==> src/rtl/ccdt_pkg.sv <==
package ccdt_pkg;

   // Operating modes: three full-frame and two centre-window.
   typedef enum logic [2:0] {
      CCDT_FF15   = 3'h0,
      CCDT_FF12P5 = 3'h1,
      CCDT_FF22P5 = 3'h2,
      CCDT_CW30   = 3'h3,
      CCDT_CW25   = 3'h4
   } ccdt_mode_e;

   // Frame sequencer states, Gray coded along idle-sweep-shift-transfer.
   typedef enum logic [1:0] {
      CCDT_ST_IDLE  = 2'h0,
      CCDT_ST_SWEEP = 2'h1,
      CCDT_ST_SHIFT = 2'h3,
      CCDT_ST_XFER  = 2'h2
   } ccdt_state_e;

   typedef logic [11:0] ccdt_pix_t;
   typedef logic [10:0] ccdt_line_t;

   localparam int CCDT_NMODES = 5;

   // Per-mode tables, indexed by the mode code.
   // Clocks per line: 1650, 1600, 1600, 1598, 1556.
   localparam ccdt_pix_t CCDT_LINE_LEN [CCDT_NMODES] =
      '{12'h672, 12'h640, 12'h640, 12'h63e, 12'h614};
   // Fractional adjustment line length: none, none, none, 2700, 2336.
   localparam ccdt_pix_t CCDT_ADJ_LEN [CCDT_NMODES] =
      '{12'h000, 12'h000, 12'h000, 12'ha8c, 12'h920};
   // Normal lines per frame: 1456, 1450, 1001, 750, 744.
   localparam ccdt_line_t CCDT_FRAME_LINES [CCDT_NMODES] =
      '{11'h5b0, 11'h5aa, 11'h3e9, 11'h2ee, 11'h2e8};
   // Lines in the high-speed sweep: 60, 52, none, 8, 6.
   localparam ccdt_line_t CCDT_SWEEP_LINES [CCDT_NMODES] =
      '{11'h03c, 11'h034, 11'h000, 11'h008, 11'h006};
   // Sweep end position in the last sweep line: 144, 120, -, 144, 120.
   localparam ccdt_pix_t CCDT_SWEEP_END [CCDT_NMODES] =
      '{12'h090, 12'h078, 12'h000, 12'h090, 12'h078};
   // Pixel clock rate: 1 means 29.0 MHz, 0 means 36.0 MHz.
   localparam logic CCDT_RATE29 [CCDT_NMODES] =
      '{1'b0, 1'b1, 1'b0, 1'b0, 1'b1};

   // Sync pulse width in clocks.
   localparam ccdt_pix_t CCDT_SYNC_W = 12'h010;

   // Sweep block positions, counted from the line sync falling edge.
   localparam ccdt_pix_t CCDT_SW_HLD_FALL = 12'h008;
   localparam ccdt_pix_t CCDT_SW_STR_FALL = 12'h014;
   localparam ccdt_pix_t CCDT_SW_HLD_RISE_36 = 12'h082;
   localparam ccdt_pix_t CCDT_SW_HLD_RISE_29 = 12'h06f;
   localparam ccdt_pix_t CCDT_SW_STR_RISE_36 = 12'h08c;
   localparam ccdt_pix_t CCDT_SW_STR_RISE_29 = 12'h078;

   // Normal transfer positions, shared by both pixel clock rates.
   localparam ccdt_pix_t CCDT_NT_HLD_FALL = 12'h028;
   localparam ccdt_pix_t CCDT_NT_STR_FALL = 12'h03c;
   localparam ccdt_pix_t CCDT_NT_HLD_RISE = 12'h064;
   localparam ccdt_pix_t CCDT_NT_STR_RISE = 12'h078;

   // Readout pulse positions in the frame shift line.
   localparam ccdt_pix_t CCDT_RD_ON = 12'h0c8;
   localparam ccdt_pix_t CCDT_RD_OFF_36 = 12'h106;
   localparam ccdt_pix_t CCDT_RD_OFF_29 = 12'h0fa;

   // Charge drain window in horizontal blanking for smear testing.
   localparam ccdt_pix_t CCDT_HB_SUB_ON = 12'h020;
   localparam ccdt_pix_t CCDT_HB_SUB_OFF = 12'h060;

endpackage

==> src/rtl/ccdt_cnt_if.sv <==
`timescale 1ns/10ps

// Carries the pixel and line positions from the sequencer to the gates.
interface ccdt_cnt_if;
   import ccdt_pkg::*;
   ccdt_pix_t pix;
   ccdt_line_t line;
   modport drv (output pix, output line);
   modport mon (input pix, input line);
endinterface

==> src/rtl/ccdt_timing_gen.sv <==
// Summary of operation
// - Full 15 fps: 1456 lines, 1650 clocks, 36MHz.
// - Full 12.5 fps: 1450 lines, 1600 clocks, 29MHz.
// - Full 22.5 fps: 1001 lines, 1600 clocks, 36MHz.
// - Window 30 fps: 750x1598 plus 2700 line.
// - Window 25 fps: 744x1556 plus 2336 line.
// - Full 15 fps sweep ends line 60, 144.
// - Full 12.5 fps sweep ends line 52, 120.
// - Window 30 fps sweep ends line 8, 144.
// - Window 25 fps sweep ends line 6, 120.
// - Drain rises with first storage gate fall.
// - Drain falls with following hold gate rise.
// - Positions count from line sync, per rate.
// - Normal transfer positions shared by both rates.
// - Smear test: no readout, drain in each transfer line blanking.
// - No drain pulse during frame shift.
`timescale 1ns/10ps

module ccdt_timing_gen
   import ccdt_pkg::*;
(
   input wire logic clk,
   input wire logic srst,
   input wire logic run,
   input wire logic [2:0] mode_sel,
   input wire logic smear_test,
   output logic line_sync_pulse_n_ff,
   output logic frame_sync_pulse_n_ff,
   output logic vertical_storage_gate_ff,
   output logic vertical_hold_gate_ff,
   output logic substrate_drain_ff,
   output logic readout_pulse_ff,
   output logic sweep_active_ff,
   output logic frame_shift_ff,
   output ccdt_pix_t pix_cnt_ff,
   output ccdt_line_t line_cnt_ff
);

   ccdt_state_e state_ff;
   ccdt_state_e nxt_state;
   ccdt_mode_e mode_ff;
   ccdt_mode_e nxt_mode;
   ccdt_pix_t nxt_pix;
   ccdt_line_t nxt_line;
   logic nxt_sweep;
   logic nxt_shift;

   ccdt_cnt_if u_cif ();

   // Mode decode: an unknown code falls back to full-frame 15 fps.
   wire logic mode_ok = (mode_sel < 3'h5);
   wire ccdt_mode_e req_mode = mode_ok ? ccdt_mode_e'(mode_sel) : CCDT_FF15;
   wire logic req_has_sweep = (CCDT_SWEEP_LINES[req_mode] != 11'h000);
   wire ccdt_state_e start_state = req_has_sweep ? CCDT_ST_SWEEP
                                                 : CCDT_ST_SHIFT;

   // Per-mode selection from the tables for the latched mode.
   wire ccdt_pix_t line_len = CCDT_LINE_LEN[mode_ff];
   wire ccdt_pix_t adj_len = CCDT_ADJ_LEN[mode_ff];
   wire ccdt_line_t frame_lines = CCDT_FRAME_LINES[mode_ff];
   wire ccdt_line_t sweep_last = CCDT_SWEEP_LINES[mode_ff] - 11'h001;
   wire ccdt_pix_t sweep_end = CCDT_SWEEP_END[mode_ff];
   wire logic rate29 = CCDT_RATE29[mode_ff];

   // The adjustment line follows the normal lines of a window frame.
   wire logic has_adj = (adj_len != 12'h000);
   wire logic adj_line = has_adj && (line_cnt_ff == frame_lines);
   wire ccdt_line_t frame_last = has_adj ? frame_lines
                                         : frame_lines - 11'h001;
   wire ccdt_pix_t cur_len = adj_line ? adj_len : line_len;

   // Line and frame boundaries.
   wire logic running = (state_ff != CCDT_ST_IDLE);
   wire logic eol = running && (pix_cnt_ff == cur_len - 12'h001);
   wire logic eof = eol && (line_cnt_ff == frame_last);
   wire logic start = !running && run;
   wire logic restart = eof && run;

   // Sweep ends at the given count in its last line.
   wire logic sweep_done = (state_ff == CCDT_ST_SWEEP) &&
                           (line_cnt_ff == sweep_last) &&
                           (pix_cnt_ff == sweep_end);

   // Pixel counter restarts with each line sync falling edge.
   always_comb begin
      if (!running || eol) begin
         nxt_pix = 12'h000;
      end else begin
         nxt_pix = pix_cnt_ff + 12'h001;
      end
   end

   // Line counter wraps at the frame length of the latched mode.
   always_comb begin
      if (!running || eof) begin
         nxt_line = 11'h000;
      end else if (eol) begin
         nxt_line = line_cnt_ff + 11'h001;
      end else begin
         nxt_line = line_cnt_ff;
      end
   end

   // A new mode is taken only at a frame boundary.
   assign nxt_mode = (start || restart) ? req_mode : mode_ff;

   // Frame sequencer: sweep lines, one shift line, then transfer.
   always_comb begin
      case (state_ff)
         CCDT_ST_IDLE: begin
            nxt_state = run ? start_state : CCDT_ST_IDLE;
         end
         CCDT_ST_SWEEP: begin
            if (eol && line_cnt_ff == sweep_last) begin
               nxt_state = CCDT_ST_SHIFT;
            end else begin
               nxt_state = CCDT_ST_SWEEP;
            end
         end
         CCDT_ST_SHIFT: begin
            nxt_state = eof ? (run ? start_state : CCDT_ST_IDLE)
                      : (eol ? CCDT_ST_XFER : CCDT_ST_SHIFT);
         end
         CCDT_ST_XFER: begin
            if (eof) begin
               nxt_state = run ? start_state : CCDT_ST_IDLE;
            end else begin
               nxt_state = CCDT_ST_XFER;
            end
         end
         default: begin
            nxt_state = CCDT_ST_IDLE;
         end
      endcase
   end

   // Sweep flag and frame shift flag for the coming cycle.
   always_comb begin
      if ((start || restart) && nxt_state == CCDT_ST_SWEEP) begin
         nxt_sweep = 1'b1;
      end else if (sweep_done || nxt_state != CCDT_ST_SWEEP) begin
         nxt_sweep = 1'b0;
      end else begin
         nxt_sweep = sweep_active_ff;
      end
   end
   assign nxt_shift = (nxt_state == CCDT_ST_SHIFT);

   // Sequencer registers.
   always_ff @(posedge clk) begin
      if (srst) begin
         state_ff <= CCDT_ST_IDLE;
         mode_ff <= CCDT_FF15;
         pix_cnt_ff <= 12'h000;
         line_cnt_ff <= 11'h000;
         sweep_active_ff <= 1'b0;
         frame_shift_ff <= 1'b0;
      end else begin
         state_ff <= nxt_state;
         mode_ff <= nxt_mode;
         pix_cnt_ff <= nxt_pix;
         line_cnt_ff <= nxt_line;
         sweep_active_ff <= nxt_sweep;
         frame_shift_ff <= nxt_shift;
      end
   end

   // Publish the positions to the gate generators.
   assign u_cif.pix = pix_cnt_ff;
   assign u_cif.line = line_cnt_ff;

   // Pulse windows; sweep rise edges and the readout end per rate, all other edges shared.
   wire logic sw = sweep_active_ff;
   wire logic in_shift = (state_ff == CCDT_ST_SHIFT);
   wire ccdt_pix_t sw_hld_rise = rate29 ? CCDT_SW_HLD_RISE_29
                                        : CCDT_SW_HLD_RISE_36;
   wire ccdt_pix_t sw_str_rise = rate29 ? CCDT_SW_STR_RISE_29
                                        : CCDT_SW_STR_RISE_36;
   wire ccdt_pix_t str_on = sw ? CCDT_SW_STR_FALL : CCDT_NT_STR_FALL;
   wire ccdt_pix_t str_off = sw ? sw_str_rise : CCDT_NT_STR_RISE;
   wire ccdt_pix_t hld_on = sw ? CCDT_SW_HLD_FALL : CCDT_NT_HLD_FALL;
   wire ccdt_pix_t hld_off = sw ? sw_hld_rise : CCDT_NT_HLD_RISE;
   wire logic gate_en = running && (sw || state_ff != CCDT_ST_SWEEP);

   // Drain from storage fall to hold rise in sweep, or in blanking.
   wire logic smear_sub = smear_test && (state_ff == CCDT_ST_XFER);
   wire logic sub_en = !in_shift && (sw || smear_sub);
   wire ccdt_pix_t sub_on = sw ? CCDT_SW_STR_FALL : CCDT_HB_SUB_ON;
   wire ccdt_pix_t sub_off = sw ? sw_hld_rise : CCDT_HB_SUB_OFF;

   // Readout is withheld while smear testing.
   wire logic rd_en = in_shift && !smear_test;
   wire ccdt_pix_t rd_off = rate29 ? CCDT_RD_OFF_29 : CCDT_RD_OFF_36;
   wire logic fsync_en = running && (line_cnt_ff == 11'h000);

   // Line sync, low for the sync width at the start of every line.
   ccdt_pulse_gen #(.IDLE_LVL(1'b1)) u_lsync (
      .clk(clk),
      .srst(srst),
      .cnt(u_cif.mon),
      .en(running),
      .on_pos(12'h000),
      .off_pos(CCDT_SYNC_W),
      .pulse_ff(line_sync_pulse_n_ff)
   );

   // Frame sync, low during the sync width of line zero.
   ccdt_pulse_gen #(.IDLE_LVL(1'b1)) u_fsync (
      .clk(clk),
      .srst(srst),
      .cnt(u_cif.mon),
      .en(fsync_en),
      .on_pos(12'h000),
      .off_pos(CCDT_SYNC_W),
      .pulse_ff(frame_sync_pulse_n_ff)
   );

   // Storage gate, idle high, low inside its window.
   ccdt_pulse_gen #(.IDLE_LVL(1'b1)) u_str (
      .clk(clk),
      .srst(srst),
      .cnt(u_cif.mon),
      .en(gate_en),
      .on_pos(str_on),
      .off_pos(str_off),
      .pulse_ff(vertical_storage_gate_ff)
   );

   // Hold gate, idle high, low inside its window.
   ccdt_pulse_gen #(.IDLE_LVL(1'b1)) u_hld (
      .clk(clk),
      .srst(srst),
      .cnt(u_cif.mon),
      .en(gate_en),
      .on_pos(hld_on),
      .off_pos(hld_off),
      .pulse_ff(vertical_hold_gate_ff)
   );

   // Substrate drain pulse, active high.
   ccdt_pulse_gen #(.IDLE_LVL(1'b0)) u_sub (
      .clk(clk),
      .srst(srst),
      .cnt(u_cif.mon),
      .en(sub_en),
      .on_pos(sub_on),
      .off_pos(sub_off),
      .pulse_ff(substrate_drain_ff)
   );

   // Readout pulse in the frame shift line, active high.
   ccdt_pulse_gen #(.IDLE_LVL(1'b0)) u_rd (
      .clk(clk),
      .srst(srst),
      .cnt(u_cif.mon),
      .en(rd_en),
      .on_pos(CCDT_RD_ON),
      .off_pos(rd_off),
      .pulse_ff(readout_pulse_ff)
   );

endmodule // ccdt_timing_gen

==> src/rtl/ccdt_pulse_gen.sv <==
`timescale 1ns/10ps

// Registered window pulse: active while on_pos <= pixel count < off_pos.
module ccdt_pulse_gen
   import ccdt_pkg::*;
#(
   parameter logic IDLE_LVL = 1'b0
) (
   input wire logic clk,
   input wire logic srst,
   ccdt_cnt_if.mon cnt,
   input wire logic en,
   input wire ccdt_pix_t on_pos,
   input wire ccdt_pix_t off_pos,
   output logic pulse_ff
);

   wire logic hit;
   wire logic nxt_pulse;

   // Window compare against the shared pixel count.
   assign hit = en && (cnt.pix >= on_pos) && (cnt.pix < off_pos);
   assign nxt_pulse = hit ? ~IDLE_LVL : IDLE_LVL;

   // The output level is held in a flip-flop.
   always_ff @(posedge clk) begin
      if (srst) begin
         pulse_ff <= IDLE_LVL;
      end else begin
         pulse_ff <= nxt_pulse;
      end
   end

endmodule // ccdt_pulse_gen

==> config.mk <==
export PLATFORM = sky130hd
export DESIGN_NAME = ccdt_timing_gen
export DESIGN_NICKNAME = d
export VERILOG_FILES = /design/src/rtl/ccdt_pkg.sv /design/src/rtl/ccdt_cnt_if.sv /design/src/rtl/ccdt_timing_gen.sv /design/src/rtl/ccdt_pulse_gen.sv
export SDC_FILE = /design/constraint.sdc
export NUM_CORES = 1
export LEC_CHECK = 0
export BUFFER_PORTS_ARGS = -buffer_cell sky130_fd_sc_hd__buf_2
export CORE_UTILIZATION = 50
export DETAILED_ROUTE_END_ITERATION = 10
export HOLD_SLACK_MARGIN = 0.15
export PLACE_DENSITY = 0.74
export SLEW_MARGIN = 10
export SYNTH_ARGS = -nofsm -noshare
export SYNTH_HDL_FRONTEND = slang
export SYNTH_HIERARCHICAL = 1
export SYNTH_SLANG_ARGS = --single-unit
==> constraint.sdc <==
create_clock -name clk -period 3.97 [get_ports clk]
set_input_delay 0.794 -clock clk [delete_from_list [all_inputs] [get_ports clk]]
set_output_delay 0.794 -clock clk [all_outputs]
set_load 0.01 [all_outputs]
==> results of run 1 <==
==> routing by layer <==
| metal | GRT usage [%] | vias to the layer above | share of wire, % |
|---|---|---|---|
| met3 | 3.02 | 35 | 5.8 |
| met5 | 0 | - | 0 |
| met1 | 33.9 | 2885 | 45 |
| met2 | 42.9 | 202 | 47 |
| li1 | - | 3195 | - |
| met4 | 6.75 | 0 | 1.8 |
==> layout make-up <==
class / instances / area (um2) / share of cell area (%)
tap: 168 / 210 / 2.69
clock buffer: 5 / 125 / 1.60
inverter: 161 / 607 / 7.78
clock inverter: 3 / 23.8 / 0.305
timing repair buffer: 84 / 599 / 7.68
multi-input combinational: 723 / 5510 / 70.6
sequential: 36 / 729 / 9.35
==> metrics by stage <==
stage / setup TNS [ns] / total power, mW
floorplan: 0 / 0.594
global placement: 0 / 0.655
detailed placement: -0.0122 / 0.662
CTS: 0 / 1.08
global route: -1.26 / 1.16
finish: -0.0146 / 1.10
==> tightest hold or removal path, cell delays in order, from the launching register on <==
cell                      delay [ns]
sky130_fd_sc_hd__dfxtp_1        0.40
sky130_fd_sc_hd__a21oi_1        0.08
sky130_fd_sc_hd__nand3_1        0.06
sky130_fd_sc_hd__nor3_1         0.05
==> registers in the layout (all words and copies together), names as in the netlist <==
signal and cells:
frame_shift_ff 1, line_cnt_ff 11, mode_ff 3, pix_cnt_ff 12
state_ff 2, sweep_active_ff 1, u_fsync/pulse_ff 1, u_hld/pulse_ff 1
u_lsync/pulse_ff 1, u_rd/pulse_ff 1, u_str/pulse_ff 1, u_sub/pulse_ff 1
==> power by group <==
group          switching [mW]  internal [mW]  total [mW]
registers              0.0116          0.365       0.376
logic                   0.170          0.136       0.307
clock network           0.182          0.234       0.416
==> cell families (layout without fill, tap and decap cells) <==
group / count (synthesis) / in the layout / share of synthesized area, %
adder cells (fa/ha/maj): 151 / 151 / 29.8
multiplexers: 6 / 6 / 1.01
XOR/XNOR: 28 / 28 / 3.87
other: 2 / 112 / 0.119
flip-flops: 36 / 36 / 11.4
AO/OA/AOI/OAI: 168 / 168 / 19.2
AND/OR/NAND/NOR: 258 / 258 / 23.4
buffers and inverters: 184 / 253 / 11.2
==> Yosys cell counts, types with 3 or more instances <==
cell type                     n
sky130_fd_sc_hd__o21bai_1     4
sky130_fd_sc_hd__buf_2        6
sky130_fd_sc_hd__xor2_1       9
sky130_fd_sc_hd__nand3b_1     4
sky130_fd_sc_hd__o211a_1      3
sky130_fd_sc_hd__clkbuf_1    14
sky130_fd_sc_hd__a21oi_1     44
sky130_fd_sc_hd__dfxtp_1     36
sky130_fd_sc_hd__nor4b_1      3
sky130_fd_sc_hd__nand3_1     29
sky130_fd_sc_hd__and3_1       8
sky130_fd_sc_hd__a31oi_1      7
sky130_fd_sc_hd__o21a_1       6
sky130_fd_sc_hd__nor2b_1     10
sky130_fd_sc_hd__o211ai_1     5
sky130_fd_sc_hd__nor3_1      18
sky130_fd_sc_hd__a2111oi_0    6
sky130_fd_sc_hd__xnor2_1     19
sky130_fd_sc_hd__nand2b_1    10
sky130_fd_sc_hd__a21o_1      15
sky130_fd_sc_hd__a2111oi_2    6
sky130_fd_sc_hd__inv_1      161
sky130_fd_sc_hd__a211oi_1    13
sky130_fd_sc_hd__nand4b_1     3
sky130_fd_sc_hd__o21ai_0     25
sky130_fd_sc_hd__nand2b_4     6
sky130_fd_sc_hd__nor3b_1      5
sky130_fd_sc_hd__a211o_1      6
sky130_fd_sc_hd__or4_1        4
sky130_fd_sc_hd__ha_1       151
sky130_fd_sc_hd__nand2_1     32
sky130_fd_sc_hd__nor4_1      14
sky130_fd_sc_hd__or3_1       10
sky130_fd_sc_hd__mux2i_1      3
sky130_fd_sc_hd__nor2_1      56
sky130_fd_sc_hd__nand4_1     30
==> final timing paths <==
path	endpoint	startpoint	slack, ns
max	line_cnt_ff[5]$_SDFFE_PP0P_	mode_ff[0]$_SDFFE_PP0P_	-0.01
min	u_sub/pulse_ff$_SDFF_PP0_	state_ff[0]$_SDFF_PP0_	0.64
max reg2reg	line_cnt_ff[5]$_SDFFE_PP0P_	mode_ff[0]$_SDFFE_PP0P_	-0.01
min reg2reg	u_sub/pulse_ff$_SDFF_PP0_	state_ff[0]$_SDFF_PP0_	0.64
==> timing repair <==
action / in CTS / in global routing
setup endpoints to repair: 7 / 30
gates cloned: 0 / 1
resized for setup: 5 / 38
hold buffers: 0 / 0
pin swaps: 0 / 18
buffers inserted: 0 / 10
==> flow_summary.ini, run 1 <==
[status]
outcome = complete, but fails checks
violations = setup timing

[finish]
nNetsFinal = 1169
finish.instance_area_mm2 = 0.00780
post_layout_nonfiller_instances = 1180
area_delta_synth_final_pct = 23.2
postLayoutCoreUtil_pct = 64.1
layout_common_cells = sky130_fd_sc_hd__inv_1 (159), sky130_fd_sc_hd__ha_1 (146), sky130_fd_sc_hd__conb_1 (112), sky130_fd_sc_hd__nor2_1 (56), sky130_fd_sc_hd__a21oi_1 (41)
commonest_non_fill_non_tap_cell_in_the_layout = sky130_fd_sc_hd__inv_1
drive_gt1_share_pct = 15.0
layout.filler_cells = 1066
diodes = 0

[setup_path]
worstPathMaxFanout = 5
path_depth = 18
critPathLaunchType = flip-flop
crit_path_end_kind = flip-flop
rr_worst_depth = 18
crit_slowest_cell = sky130_fd_sc_hd__or3_1
timing.critical_path.cells = inv_4, buf_6, ha_4, xnor2_2, a32oi_2, a32oi_4, a311oi_2, inv_1, ha_4, buf_6, and3_4, a311o_1, o211ai_1, buf_4, o211a_4, nand4_1, or3_1, a21oi_2
cp_data_arrival_time_ns = 4.22
critPathMaxStageDelay_ns = 0.44
worst-path-buf-inv = 5
worst_path_dominant_cell_family = compound AO/OA/AOI/OAI gates
timing.setup.critical_path_class = reg -> reg
critical_path_required_ns = 4.20

[clock_tree]
cts.root.buffer_cell = sky130_fd_sc_hd__clkbuf_16
cts_max_level = 2
cts_buffers = 5
clock_latency_ns = 0.30
cts_num_sinks = 36
clockBufferDepth = 2
clk_pin_slew_ns = 0.07
tritoncts = done

[drt]
remaining_drc_errors = 0
drt_iter0_markers = 427
route.antenna.remaining_nets = 0
vias = 6317
viasPerCell = 5.35
routedWlPerCell_um = 14.2
drt_pass1_iterations = 7
drt-total-wl_um = 16800

[synth]
post_synth_num_cell_types = 76
syn_avg_cell_area_um2 = 7.60
netlist_instances = 833
flop_and_latch_count_out_of_synthesis = 36
synth.top_cells.by_area = sky130_fd_sc_hd__ha_1 (30%), sky130_fd_sc_hd__dfxtp_1 (11%), sky130_fd_sc_hd__inv_1 (9.5%), sky130_fd_sc_hd__a21oi_1 (3.5%), sky130_fd_sc_hd__nor2_1 (3.3%)
ys_warn_count = 6
synth_edf_count = 0
syn_area_mm2 = 0.00633
synthArstFlopShare_pct = 0
netlist.area_leader.share_pct = 29.8
synth_flop_cell = sky130_fd_sc_hd__dfxtp_1
seq_area_frac_synth_pct = 11.4
yosysTopAreaCell = sky130_fd_sc_hd__ha_1

[placed_design]
buffer_ports.inserted = 37
dp.cells = 1161
place_congestion = 0.922
hpwlAfterDp_um = 12000
placed_cell_area_mm2 = 0.00734
pre_cts_ws_ns = -0.0122

[min_path]
whs_path_depth = 3
holdCritPathClass = reg -> reg

[global_routing]
initial_antenna_violation_count = 0
grt_pass1_wl_um = 26400
grt_pass1_vias = 5450
overflow = 0
grt.total_usage_pct = 25.3
grt_start_max_net_pins = 23

[sta]
period_needed_ns = 3.98
fmaxAchievable_ghz = 0.251
grt_setup_unrepaired = true
hold_slack_ns = 0.641
number_of_hold_slack_violations_in_the_final_timing_report = 0
layout_worst_path_cycle_share_pct = 100
worst_clock_skew_ns = 0.0102
fin_ws_ns = -0.0146
timing_worst_slew_pin_value_ns = 1.10
slew-limit-headroom_pct = 26.7
max_slew_violation_count = 0
setup-violations-final = 1

[floorplanning]
floorplan.die.width_um = 115
num_io_pins = 38
placeableCoreArea_mm2 = 0.0122
chipHeight_um = 115
initial_utilization_pct = 52.1
dieArea_mm2 = 0.0131
placementRows = 40

[power_and_ir_drop]
p_leak_nw = 3.76
power_dens_cells_mw_per_mm2 = 141
irDropWorstVdd_mv = 0.147

[job]
max_cap_violations = 0
Note: power is estimated with default switching activity, not from simulation.
==> inputs of run 2 (changes only) <==
--- a/config.mk
+++ b/config.mk
@@ -13,5 +13,4 @@
 export SLEW_MARGIN = 10
 export SYNTH_ARGS = -nofsm -noshare
 export SYNTH_HDL_FRONTEND = slang
-export SYNTH_HIERARCHICAL = 1
 export SYNTH_SLANG_ARGS = --single-unit
==> constraint.sdc (replaced) <==
create_clock -name clk -period 4.4 [get_ports clk]
set_input_delay 0.88 -clock clk [delete_from_list [all_inputs] [get_ports clk]]
set_output_delay 0.88 -clock clk [all_outputs]
set_load 0.01 [all_outputs]
==> flow_summary.ini, run 2 <==
[drt]
drt_iter0_markers = 262
route.antenna.remaining_nets = 0
drt_pass1_iterations = 5
vias = 3411
viasPerCell = 6.04
routedWlPerCell_um = 16.6
remaining_drc_errors = 0
drt-total-wl_um = 9390

[power_and_ir_drop]
power.sequential.fraction_pct = 46.0
irDropWorstVdd_mv = 0.120
switchingPower_mw = 0.241
finalPower_mw = 0.749
p_leak_nw = 1.68
power.switching_fraction_pct = 32.2
power_dens_cells_mw_per_mm2 = 192
p_int_mw = 0.508
clock_power_share_pct = 33.7
p_comb_share_pct = 20.3

[finish]
diodes = 0
largest_register_ffs = 12
layout.filler_cells = 656
commonest_non_fill_non_tap_cell_in_the_layout = sky130_fd_sc_hd__nor2_1
multiInputGateArea_mm2 = 0.00258
leading_registers_by_flop_count = pix_cnt_ff (12), line_cnt_ff (11), mode_ff (3)
largest-register = pix_cnt_ff
postLayoutCoreUtil_pct = 57.6
drive_gt1_share_pct = 19.0
seqCellArea_um2 = 723
post_layout_nonfiller_instances = 565
layout_common_cells = sky130_fd_sc_hd__nor2_1 (58), sky130_fd_sc_hd__buf_2 (37), sky130_fd_sc_hd__nand2_1 (36), sky130_fd_sc_hd__dfxtp_1 (34), sky130_fd_sc_hd__ha_1 (33)
area_delta_synth_final_pct = 11.6
nNetsFinal = 524
finish.instance_area_mm2 = 0.00389

[synth]
dominant_cell_by_count_in_the_synthesized_netlist = sky130_fd_sc_hd__nor2_1
syn_avg_cell_area_um2 = 7.82
synthArstFlopShare_pct = 0
netlist_instances = 446
seq_area_frac_synth_pct = 20.7
post_synth_num_cell_types = 73
synth.top_cells.by_area = sky130_fd_sc_hd__dfxtp_1 (21%), sky130_fd_sc_hd__ha_1 (12%), sky130_fd_sc_hd__nor2_1 (6.2%), sky130_fd_sc_hd__xor2_1 (5.0%), sky130_fd_sc_hd__xnor2_1 (4.5%)
syn_area_mm2 = 0.00349
leading_cell_types_by_count_after_synthesis = sky130_fd_sc_hd__nor2_1 (58), sky130_fd_sc_hd__dfxtp_1 (36), sky130_fd_sc_hd__nand2_1 (36), sky130_fd_sc_hd__ha_1 (33)
synth_flop_cell = sky130_fd_sc_hd__dfxtp_1
synth_edf_count = 0
netlist.area_leader.share_pct = 20.7
syn_nets = 486
flop_and_latch_count_out_of_synthesis = 36
ys_warn_count = 0
yosysTopAreaCell = sky130_fd_sc_hd__dfxtp_1

[clock_tree]
clk_pin_slew_ns = 0.08
clockBufferDepth = 2
cts.root.buffer_cell = sky130_fd_sc_hd__clkbuf_8
cts_buffers = 5
cts_num_sinks = 36
clock_latency_ns = 0.30
tritoncts = done
cts_hold_buffers = 0
cts_max_level = 2

[sta]
worst_clock_skew_ns = 0.00827
number_of_hold_slack_violations_in_the_final_timing_report = 0
timing_worst_slew_pin_value_ns = 0.615
period_needed_ns = 4.18
fmaxAchievable_ghz = 0.239
setup-violations-final = 0
slew-limit-headroom_pct = 57.9
max_slew_violation_count = 0
setup-tns-final_ns = 0
layout_worst_path_cycle_share_pct = 95.1
fin_ws_ns = 0.215
hold_slack_ns = 0.494

[setup_path]
critPathMaxStageDelay_ns = 0.49
worst_path_dominant_cell_family = compound AO/OA/AOI/OAI gates
cp_data_arrival_time_ns = 4.41
timing.critical_path.cells = inv_1, ha_1, buf_4, xnor2_1, o22ai_2, o2bb2ai_2, o21a_1, inv_1, ha_1, xor2_1, xnor2_1, nor3_1, nor3b_1, a32o_1, o211ai_1, a211oi_2, nand3_1, or4b_1, a21oi_1
timing.rr.start = mode_ff[0]$_SDFFE_PP0P_
crit_path_end_kind = flip-flop
worst-path-buf-inv = 3
timing.setup.critical_path_class = reg -> reg
critPathLaunchType = flip-flop
rr_worst_depth = 19
critical_path_required_ns = 4.63
worstPathMaxFanout = 6
rrSetupSlack_ns = 0.22
crit_slowest_cell = sky130_fd_sc_hd__or4b_1
reg2reg_to = line_cnt_ff[2]$_SDFFE_PP0P_

[floorplanning]
dieArea_mm2 = 0.00731
floorplan.die.width_um = 85.5
chipHeight_um = 85.5
placeableCoreArea_mm2 = 0.00676
initial_utilization_pct = 51.6
placementRows = 30
num_io_pins = 38

[min_path]
holdCritPathClass = reg -> reg
worst_hold_startpoint = mode_ff[0]$_SDFFE_PP0P_
worstHoldEndpoint = mode_ff[0]$_SDFFE_PP0P_
whs_path_depth = 2

[global_routing]
grt_start_max_net_pins = 16
use_met3_pct = 3.18
overflow = 0
grt.total_usage_pct = 26.1
grt_pass1_vias = 3061
initial_antenna_violation_count = 0
globalRouteMet1Util_pct = 37.9
grt_pass1_wl_um = 15100
global_route.peak_usage_layer = met2
globalRouteMet2Util_pct = 40.7

[placed_design]
buffer_ports.inserted = 37
placed_cell_area_mm2 = 0.00378
place_congestion = 0.896
pre_cts_ws_ns = 0.189
dp.cells = 556
hpwlAfterDp_um = 7340

[status]
outcome = finished, final reports clean

[job]
max_cap_violations = 0
==> run 2: per-layer routing <==
layer | routed length (um) | share of wire [%] | vias to the layer above
li1 | - | - | 1655
met1 | 4470 | 48 | 1592
met2 | 4120 | 44 | 145
met3 | 619 | 6.6 | 19
met4 | 190 | 2.0 | 0
met5 | 0 | 0 | -
==> run 2: logic make-up after synthesis <==
group,share of synthesized area [%]
buffers and inverters,5.71
AO/OA/AOI/OAI,20.2
AND/OR/NAND/NOR,30.1
adder cells (fa/ha/maj),11.8
XOR/XNOR,10.0
flip-flops,20.7
multiplexers,1.44
==> run 2: area by class of cell <==
class | instances | share of cell area, %
multi-input combinational | 364 | 66.3
sequential | 36 | 18.6
timing repair buffer | 54 | 8.04
tap | 80 | 2.57
inverter | 23 | 2.22
clock buffer | 5 | 1.77
clock inverter | 3 | 0.547
==> run 2: power by group through the flow <==
stage | Sequential [mW] | Clock, mW | Combinational [mW]
3_3_place_gp | 0.351 | 0 | 0.147
3_5_place_dp | 0.352 | 0 | 0.149
6_report | 0.345 | 0.252 | 0.152
2_1_floorplan | 0.351 | 0 | 0.107
5_1_grt | 0.346 | 0.272 | 0.167
4_1_cts | 0.344 | 0.260 | 0.150
==> run 2: repair_timing <==
action	CTS	global route
hold endpoints to repair	0	0
buffers inserted	0	1
resized for setup	0	4
setup endpoints to repair	0	4
==> run 2: worst max path at each step <==
stage / to / startpoint / slack [ns] / cells past startpoint
floorplan: mode_ff[2]$_SDFFE_PP0P_ / mode_ff[1]$_SDFFE_PP0P_ / 0.39 / 19
global placement: line_cnt_ff[2]$_SDFFE_PP0P_ / mode_ff[1]$_SDFFE_PP0P_ / 0.30 / 18
detailed placement: line_cnt_ff[2]$_SDFFE_PP0P_ / mode_ff[1]$_SDFFE_PP0P_ / 0.19 / 18
CTS: line_cnt_ff[2]$_SDFFE_PP0P_ / mode_ff[1]$_SDFFE_PP0P_ / 0.14 / 18
global route: line_cnt_ff[2]$_SDFFE_PP0P_ / mode_ff[0]$_SDFFE_PP0P_ / -0.002 / 18
finish: line_cnt_ff[2]$_SDFFE_PP0P_ / mode_ff[0]$_SDFFE_PP0P_ / 0.22 / 19
==> run 2: worst min-delay path, cell delays in order, from the launching register on <==
cell and delay [ns]:
sky130_fd_sc_hd__dfxtp_2 0.35, sky130_fd_sc_hd__nand2_1 0.06, sky130_fd_sc_hd__a21oi_1 0.05
